### config.mk
export PLATFORM = sky130hd
export DESIGN_NAME = bps_sequencer
export DESIGN_NICKNAME = d
export VERILOG_FILES = /design/src/hdl/bps_pkg.sv /design/src/hdl/bps_sequencer.sv /design/src/hdl/bps_sync.sv
export SDC_FILE = /design/constraint.sdc
export NUM_CORES = 1
export LEC_CHECK = 0
export BUFFER_PORTS_ARGS = -buffer_cell sky130_fd_sc_hd__buf_2
export CORE_MARGIN = 8
export CORE_UTILIZATION = 60
export DETAILED_ROUTE_END_ITERATION = 7
export PLACE_DENSITY = 0.86
export SETUP_SLACK_MARGIN = 0.2
export SYNTH_ARGS = -nofsm -noshare
export SYNTH_HDL_FRONTEND = slang
export SYNTH_SLANG_ARGS = --single-unit
export TNS_END_PERCENT = 100
### constraint.sdc
create_clock -name clk_sys -period 6.2 [get_ports clk_sys]
set_input_delay 1.24 -clock clk_sys [delete_from_list [all_inputs] [get_ports clk_sys]]
set_output_delay 1.24 -clock clk_sys [all_outputs]
set_load 0.02 [all_outputs]
### src/hdl/bps_pkg.sv
package bps_pkg;

  // ********************************************************
  // timing
  // ********************************************************
  localparam int unsigned CLK_SYS_MHZ     = 250;
  localparam int unsigned PG_GOOD_TIME_MS = 10;
  localparam int unsigned PG_BAD_TIME_NS  = 2000;
  // longest-time style counts round down, least-time round up
  localparam int unsigned PG_GOOD_CYCLES  =
    PG_GOOD_TIME_MS * 1000 * CLK_SYS_MHZ;
  localparam int unsigned PG_BAD_CYCLES   =
    (PG_BAD_TIME_NS * CLK_SYS_MHZ + 999) / 1000;
  localparam int unsigned INT_OSC_KHZ     = 2100;
  localparam int unsigned OSC_HALF_CYCLES =
    (CLK_SYS_MHZ * 1000) / (2 * INT_OSC_KHZ);

  // ********************************************************
  // overcurrent and retry sequence
  // ********************************************************
  localparam logic [2:0] OC_STEP_COUNT    = 3'h2;
  localparam logic [2:0] OC_HICCUP_COUNT  = 3'h6;
  localparam logic [2:0] HICCUP_WINDOW    = 3'h6;
  localparam logic [5:0] SS_GROUND_CYCLES = 6'h20;
  localparam int unsigned OFF_TO_SS_RATIO = 12;
  localparam int unsigned SS_CHARGE_UA_X10  = 300;
  localparam int unsigned SS_DISCH_UA_X10   = 15;

  typedef enum {
    BPS_OFF,
    BPS_SOFT_START,
    BPS_RUN,
    BPS_HICCUP_OFF,
    BPS_SS_GROUND
  } bps_state_type;

  // analog comparator outputs, asynchronous to clk_sys
  typedef struct packed {
    logic enable;
    logic vin_ok;
    logic vin_discharge_ok;
    logic overtemp;
    logic overvoltage;
    logic overcurrent;
    logic out_in_window;
    logic out_below_half;
    logic ss_done;
    logic ss_at_low;
  } bps_cond_type;

  // gate and analog control outputs
  typedef struct packed {
    logic high_side_on;
    logic low_side_on;
    logic converter_on;
    logic ss_charge;
    logic ss_discharge_slow;
    logic ss_ground;
    logic oc_level_reduced;
    logic output_discharge;
  } bps_drive_type;

endpackage : bps_pkg

### src/hdl/bps_sequencer.sv
// Overview of operation
// - switching cycle starts on sync input fall
// - sync held high stops switching
// - sync output is inverted internal clock
// - sync output inverts followed external clock
// - power-good released after 10ms in window
// - power-good pulled down after 2us outside
// - power-good pulled down off and soft start
// - overvoltage: high side off, low on
// - input undervoltage: converter and switches off
// - overcurrent: high side off, low on
// - two overcurrent cycles reduce trip to 75%
// - six overcurrent cycles below half: retry
// - non-overcurrent cycle clears the count
// - retry off phase slowly discharges soft-start
// - at 0.52V ground 32 cycles, restart
// - no retry entry during soft start
// - retry checked six periods after soft start
// - off phase about twelve charge times
// - overtemperature shuts off, restarts soft start
// - discharge switch on when disabled, vin>=3V
// - enable with good input starts soft start
`timescale 1ns/1ns
`default_nettype none
module bps_sequencer #(
  parameter int unsigned PG_GOOD_CYCLES_P = bps_pkg::PG_GOOD_CYCLES
) (
  input  wire logic                  clk_sys,
  input  wire logic                  reset,
  input  wire bps_pkg::bps_cond_type cond_in,
  input  wire logic                  sync_clock_in,
  input  wire logic                  sync_detect,
  input  wire logic                  pwm_reset,
  output var  logic                  sync_clock_out,
  output var  logic                  power_good_pulldown,
  output var  logic                  power_good_pin_oe,
  output var  logic                  power_good_pin_out,
  output var  logic                  cycle_start,
  output var  bps_pkg::bps_drive_type drive
);
  import bps_pkg::*;

  // ********************************************************
  // synchronisers
  // ********************************************************
  localparam int unsigned SW = $bits(bps_cond_type) + 2;

  logic [SW-1:0] sync_q;
  bps_cond_type  cond;
  logic          ext_clk;
  logic          ext_sel;

  bps_sync #(
    .WIDTH (SW)
  ) u_sync (
    .clk_sys  (clk_sys),
    .reset    (reset),
    .async_in ({cond_in, sync_clock_in, sync_detect}),
    .sync_out (sync_q)
  );

  assign cond    = sync_q[SW-1:2];
  assign ext_clk = sync_q[1];
  assign ext_sel = sync_q[0];

  // ********************************************************
  // state
  // ********************************************************
  typedef struct packed {
    bps_state_type seq;
    logic [15:0]   osc_cnt;
    logic          osc_clk;
    logic          ext_prev;
    logic          clk_prev;
    logic          sel_prev;
    logic          cycle;
    logic          on_phase;
    logic          oc_seen;
    logic [2:0]    oc_cnt;
    logic [2:0]    oc_run;
    logic [2:0]    win_cnt;
    logic          win_open;
    logic [5:0]    gnd_cnt;
    logic [31:0]   ss_cnt;
    logic [31:0]   off_cnt;
    logic [31:0]   pg_cnt;
    logic          pg_down;
    logic          pg_pin_out;
    logic          sync_out;
    bps_drive_type drv;
  } bps_core_type;

  bps_core_type s_r;
  bps_core_type s_nxt;

  logic sw_clk;
  logic sw_fall;
  logic osc_fall;
  logic run_ok;

  always_comb begin
    s_nxt       = s_r;
    s_nxt.cycle = 1'b0;

    // ******************************************************
    // switching clock
    // ******************************************************
    // internal oscillator free-runs; external clock wins when present
    osc_fall = 1'b0;
    if (s_r.osc_cnt >= 16'(OSC_HALF_CYCLES - 1)) begin
      s_nxt.osc_cnt = '0;
      s_nxt.osc_clk = ~s_r.osc_clk;
      osc_fall      = s_r.osc_clk;
    end else begin
      s_nxt.osc_cnt = s_r.osc_cnt + 16'h0001;
    end
    sw_clk         = ext_sel ? ext_clk : s_r.osc_clk;
    s_nxt.clk_prev = sw_clk;
    s_nxt.sel_prev = ext_sel;
    // a held-high external clock never falls: no cycles
    // a change of source is no fall: no runt cycle at the switch
    sw_fall        = s_r.clk_prev & ~sw_clk &
                     (ext_sel == s_r.sel_prev);
    s_nxt.sync_out = ~sw_clk;

    run_ok = cond.vin_ok & cond.enable & ~cond.overtemp;

    // ******************************************************
    // sequencer
    // ******************************************************
    unique case (s_r.seq)
      BPS_OFF: begin
        if (run_ok) begin
          s_nxt.seq    = BPS_SOFT_START;
          s_nxt.ss_cnt = '0;
        end
      end
      BPS_SOFT_START: begin
        s_nxt.ss_cnt = s_r.ss_cnt + 32'h1;
        if (cond.ss_done) begin
          s_nxt.seq      = BPS_RUN;
          s_nxt.win_open = 1'b1;
          s_nxt.win_cnt  = '0;
        end
      end
      BPS_RUN: begin
      end
      BPS_HICCUP_OFF: begin
        s_nxt.off_cnt = s_r.off_cnt + 32'h1;
        if (cond.ss_at_low) begin
          s_nxt.seq     = BPS_SS_GROUND;
          s_nxt.gnd_cnt = '0;
        end
      end
      BPS_SS_GROUND: begin
        // counted on the internal clock, even while following
        if (osc_fall) begin
          s_nxt.gnd_cnt = s_r.gnd_cnt + 6'h01;
          if (s_r.gnd_cnt == SS_GROUND_CYCLES - 6'h01) begin
            s_nxt.seq    = BPS_SOFT_START;
            s_nxt.ss_cnt = '0;
          end
        end
      end
    endcase

    // ******************************************************
    // per-cycle overcurrent bookkeeping
    // ******************************************************
    if (sw_fall) begin
      s_nxt.cycle    = (s_r.seq == BPS_SOFT_START) || (s_r.seq == BPS_RUN);
      s_nxt.on_phase = s_nxt.cycle;
      s_nxt.oc_seen  = 1'b0;
      if (s_r.oc_seen && cond.out_below_half) begin
        if (s_r.oc_cnt != 3'h7) begin
          s_nxt.oc_cnt = s_r.oc_cnt + 3'h1;
        end
      end else begin
        s_nxt.oc_cnt = '0;
      end
      // the step-down counts every overcurrent cycle
      if (s_r.oc_seen) begin
        if (s_r.oc_run != 3'h7) begin
          s_nxt.oc_run = s_r.oc_run + 3'h1;
        end
      end else begin
        s_nxt.oc_run = '0;
      end
      if (s_r.win_open) begin
        s_nxt.win_cnt = s_r.win_cnt + 3'h1;
        if (s_r.win_cnt == HICCUP_WINDOW - 3'h1) begin
          s_nxt.win_open = 1'b0;
        end
      end
    end
    if (cond.overcurrent) begin
      s_nxt.oc_seen  = 1'b1;
      s_nxt.on_phase = 1'b0;
    end
    // loop comparator ends the on phase for the rest of the cycle
    if (pwm_reset) begin
      s_nxt.on_phase = 1'b0;
    end
    // two-cycle step-down uses any overcurrent, not the half-output test
    s_nxt.drv.oc_level_reduced = (s_r.oc_run >= OC_STEP_COUNT) ||
      (s_r.oc_seen && s_r.drv.oc_level_reduced);

    // ******************************************************
    // retry entry
    // ******************************************************
    // only in run, only inside the window after soft start
    if (s_r.seq == BPS_RUN && s_r.win_open &&
        s_r.oc_cnt >= OC_HICCUP_COUNT) begin
      s_nxt.seq     = BPS_HICCUP_OFF;
      s_nxt.off_cnt = '0;
    end

    // ******************************************************
    // shutdown
    // ******************************************************
    // shutdown paths override everything
    if (!run_ok) begin
      s_nxt.seq      = BPS_OFF;
      s_nxt.on_phase = 1'b0;
      s_nxt.oc_cnt   = '0;
      s_nxt.oc_run   = '0;
      s_nxt.win_open = 1'b0;
    end

    // ******************************************************
    // gate drive
    // ******************************************************
    s_nxt.drv.converter_on = run_ok;
    if (!run_ok) begin
      s_nxt.drv.high_side_on = 1'b0;
      s_nxt.drv.low_side_on  = 1'b0;
    end else if (cond.overvoltage) begin
      s_nxt.drv.high_side_on = 1'b0;
      s_nxt.drv.low_side_on  = 1'b1;
    end else if (s_nxt.seq == BPS_SOFT_START ||
                 s_nxt.seq == BPS_RUN) begin
      // overcurrent clears on_phase, flipping to the low side
      s_nxt.drv.high_side_on = s_nxt.on_phase & ~pwm_reset;
      s_nxt.drv.low_side_on  = ~(s_nxt.on_phase & ~pwm_reset);
    end else begin
      s_nxt.drv.high_side_on = 1'b0;
      s_nxt.drv.low_side_on  = 1'b0;
    end
    s_nxt.drv.ss_charge         = (s_nxt.seq == BPS_SOFT_START);
    // off phase length is set by 30uA/1.5uA currents, about 12x
    s_nxt.drv.ss_discharge_slow = (s_nxt.seq == BPS_HICCUP_OFF);
    s_nxt.drv.ss_ground         = (s_nxt.seq == BPS_SS_GROUND);
    s_nxt.drv.output_discharge  = ~cond.enable &
                                  cond.vin_discharge_ok;

    // ******************************************************
    // power-good qualification
    // ******************************************************
    // open drain: the pin is only ever pulled low
    s_nxt.pg_pin_out = 1'b0;
    if (s_r.seq == BPS_OFF || s_r.seq == BPS_SOFT_START ||
        s_r.seq == BPS_HICCUP_OFF || s_r.seq == BPS_SS_GROUND) begin
      s_nxt.pg_down = 1'b1;
      s_nxt.pg_cnt  = '0;
    end else if (s_r.pg_down) begin
      if (!cond.out_in_window) begin
        s_nxt.pg_cnt = '0;
      end else if (s_r.pg_cnt >= 32'(PG_GOOD_CYCLES_P - 1)) begin
        s_nxt.pg_down = 1'b0;
        s_nxt.pg_cnt  = '0;
      end else begin
        s_nxt.pg_cnt = s_r.pg_cnt + 32'h1;
      end
    end else begin
      // glitches shorter than the bad time are filtered
      if (cond.out_in_window) begin
        s_nxt.pg_cnt = '0;
      end else if (s_r.pg_cnt >= 32'(PG_BAD_CYCLES)) begin
        s_nxt.pg_down = 1'b1;
        s_nxt.pg_cnt  = '0;
      end else begin
        s_nxt.pg_cnt = s_r.pg_cnt + 32'h1;
      end
    end
  end

  always_ff @(posedge clk_sys) begin
    if (reset) begin
      s_r          <= '0;
      s_r.seq      <= BPS_OFF;
      s_r.pg_down  <= 1'b1;
      s_r.sync_out <= 1'b1;
    end else begin
      s_r <= s_nxt;
    end
  end

  // ********************************************************
  // outputs, all registered
  // ********************************************************
  assign sync_clock_out      = s_r.sync_out;
  assign power_good_pulldown = s_r.pg_down;
  assign power_good_pin_oe   = s_r.pg_down;
  assign power_good_pin_out  = s_r.pg_pin_out;
  assign cycle_start         = s_r.cycle;
  assign drive               = s_r.drv;

endmodule : bps_sequencer
`default_nettype wire

### src/hdl/bps_sync.sv
`timescale 1ns/1ns
`default_nettype none
module bps_sync #(
  parameter int unsigned WIDTH = 1
) (
  input  wire logic             clk_sys,
  input  wire logic             reset,
  input  wire logic [WIDTH-1:0] async_in,
  output var  logic [WIDTH-1:0] sync_out
);

  typedef struct packed {
    logic [WIDTH-1:0] stage1;
    logic [WIDTH-1:0] stage2;
  } bps_sync_state_type;

  bps_sync_state_type state_r;
  bps_sync_state_type state_nxt;

  always_comb begin
    state_nxt        = state_r;
    state_nxt.stage1 = async_in;
    state_nxt.stage2 = state_r.stage1;
  end

  always_ff @(posedge clk_sys) begin
    if (reset) begin
      state_r <= '0;
    end else begin
      state_r <= state_nxt;
    end
  end

  assign sync_out = state_r.stage2;

endmodule : bps_sync
`default_nettype wire

==> impl_metrics.toml <==
[power_and_ir_drop]
combinationalPowerShare_pct = 1.4
max-vdd-ir-drop_mv = 0.4193
power_density_nw_per_um2 = 335.0
clock_power_share_pct = 52.1
switching_share_pct = 19.90
power_mw = 1.930
seqPwrFrac_pct = 46.5
p_int_mw = 1.546
power_leakage_nw = 2.216
p_switching_mw = 0.3839

[layout]
area_growth_pct = 15.97
drive_above_1_share_pct = 13.74
final_core_utilization_pct = 70.80
layout.nets = 560
num_antenna_cells = 0
instances_no_fill = 651
postLayoutCellArea_sq_um = 5759

[grt]
grt_pass1_vias = 3499
grt_start_max_net_pins = 42
grt_pass1_wl_mm = 16.04
grt_overflow = 0
antenna_found_initial = 0
grt_usage_pct = 17.68

[synth]
synth_edf_count = 0
seq_area_frac_synth_pct = 54.82
ys_ff_latch = 136
ys.flop_type = "dfxtp_1"
syn_avg_cell_area_sq_um = 10.01
ys.warnings.count = 0
synth.distinct_cells = 59
async_reset_ff_share_pct = 0
syn_area_sq_um = 4966
syn-instance-count = 496

[sta]
min_period_over_period_pct = 43.25
setup_tns_ns = 0
slew_headroom_pct = 39.63
layout_min_cycle_time_ns = 2.682
hold_violations = 0
rsz0062_at_grt = "false"
worst_slack_ns = 3.518
holdWs_ns = 0.4190
finClkSkew_ns = 0.007734
worst_pin_slew_ns = 0.9055
setup_violations = 0
fmax_mhz = 372.9
drv_slew = 0

[floorplanning]
num_rows = 33
die_w_um = 107.0
ios = 28
dieArea_sq_um = 11440
core_area_sq_um = 8134
die_h_um = 107.0
start_util_pct = 61.05

[clock_network]
hold_buffers = 0
cts_sinks = 136
cts.clk_slew.worst_paths_ns = 0.06
clock_path_buffers = 2
cts-root-buf = "clkbuf_8"
cts_tree = "yes"
cts_buffers = 17
cts.htree.levels = 4
cts_resized = 0
postCtsSetupBuffers = 0
clock_latency_ns = 0.51

[worst_setup_path]
critPathKind = "flip-flop to flip-flop"
startpoint_type = "flip-flop"
cp.required_ns = 6.56
cp.arrival_ns = 3.04
path_max_fanout = 23
cp-end-kind = "flip-flop"

[place]
dpl_worst_slack_ns = 3.334
dp_cells = 619
post_dp_cell_area_sq_um = 5154
dp_hpwl_mm = 5.761
globalplace.congestion = 0.8338
numPortBuffers = 26

[route]
initialDrtViolationCount = 290
drt_pass1_iterations = 4
vias = 3479
viasPerCell = 5.344
wirelength_mm = 9.284
ant_nets = 0
drc = 0
avgRoutedWirePerCell_um = 14.26

[flow_run]
max-cap-violations = 0

[status]
status = "finished, final reports clean"

[worst_hold_path]
hold_path_class = "flip-flop to flip-flop"
-- per-layer routing --
layer | share of wire (%) | wire, um | track usage [%]
met5 | 0 | 0 | 0
met2 | 50 | 4631 | 28.33
met4 | 2.6 | 238 | 10.05
met3 | 5.4 | 504 | 5.159
met1 | 42 | 3910 | 20.79
-- worst paths after layout --
| path | start | to | slack, ns | cells after the start |
|---|---|---|---|---|
| worst max-delay path | s_r[167]$_SDFF_PP0_ | s_r[26]$_SDFF_PP0_ | 3.52 | 6 |
| worst min-delay path | u_sync.sync_out[11]$_SDFF_PP0_ | drive[0]$_SDFF_PP0_ | 0.42 | 1 |
| worst max register to register | s_r[167]$_SDFF_PP0_ | s_r[26]$_SDFF_PP0_ | 3.52 | 6 |
| worst min register to register | u_sync.sync_out[11]$_SDFF_PP0_ | drive[0]$_SDFF_PP0_ | 0.42 | 1 |
-- power groups by stage --
stage                     sequential, mW  clock (mW)  combinational, mW
after global routing               0.898        1.06             0.0312
after floorplan                    0.914           0             0.0197
final                              0.897        1.01             0.0274
after detailed placement           0.916           0             0.0263
after CTS                          0.897        1.02             0.0271
after global placement             0.915           0             0.0255
-- final cells by class --
| type | instances | area, sq um |
|---|---|---|
| Multi-Input combinational cell | 341 | 2125 |
| Timing Repair Buffer | 27 | 137.6 |
| Clock buffer | 21 | 459.2 |
| Fill cell | 565 | 2375 |
| Sequential cell | 136 | 2723 |
| Tap cell | 105 | 131.4 |
| Clock inverter | 11 | 146.4 |
| Inverter | 10 | 37.54 |
-- Yosys cell counts, types with 5 or more instances --
library cell / instances / share of area [%]
clkbuf_1: 16 / 1.2
nor3b_1: 6 / 0.91
dfxtp_1: 136 / 55
nand3_1: 16 / 1.6
nand2_1: 24 / 1.8
a21oi_1: 13 / 1.3
nor2b_1: 25 / 3.1
o21ai_0: 5 / 0.50
xnor2_1: 12 / 2.1
nor4_1: 10 / 1.3
and2_1: 31 / 3.9
buf_4: 10 / 1.5
xor2_1: 19 / 3.4
inv_1: 10 / 0.76
nor3_1: 30 / 3.0
nand4_1: 9 / 1.1
ha_1: 12 / 3.0
nor2_1: 45 / 3.4
-- cell usage in the layout (no fill, tap or decap), drive strengths merged, types with 2 or more instances in the layout --
cell,Yosys,routed
nor2,45,45
a22oi,4,4
dfxtp,136,136
clkinvlp,0,2
xnor2,12,12
bufinv,0,3
nand2b,3,3
or2,4,4
o21ai,7,7
clkbuf,16,21
nor4,11,11
mux2i,3,3
nor3,32,32
and3,4,4
ha,12,12
inv,10,10
or4,5,5
a31oi,3,3
o21a,2,2
and4,2,2
o211ai,2,2
nand3b,2,2
nand3,16,16
nor3b,6,6
and2,31,31
nor2b,25,25
clkinv,0,6
xor2,19,19
o21bai,2,2
o31ai,3,3
nand2,24,24
buf,13,27
or3,2,2
conb,1,21
a21oi,15,15
nand4,10,10
-- registers in the layout, indices dropped and copies added (netlist names) --
signal,cells
drive,8
u_sync.sync_out,12
sync_clock_out,1
s_r,101
u_sync.state_nxt,12
cycle_start,1
power_good_pin_oe,1
-- kinds of logic after synthesis --
kind of cell	synth area share, %
and+or+nand+nor	25.07
muxes	0.8315
adders and majority gates	3.023
buffers and inverters	3.905
DFF	54.82
other	0.07551
AOI/OAI and AO/OA	6.803
xor gates and xnor gates	5.467
-- critical path, stage by stage, from the launching register on --
cell	delay [ns]
dfxtp_1	0.32
or4_4	0.54
nor3_2	0.17
nand4_2	0.39
inv_1	0.19
a311o_1	0.78
nor3_1	0.12
No activity file was read; power rests on OpenSTA's default activity.
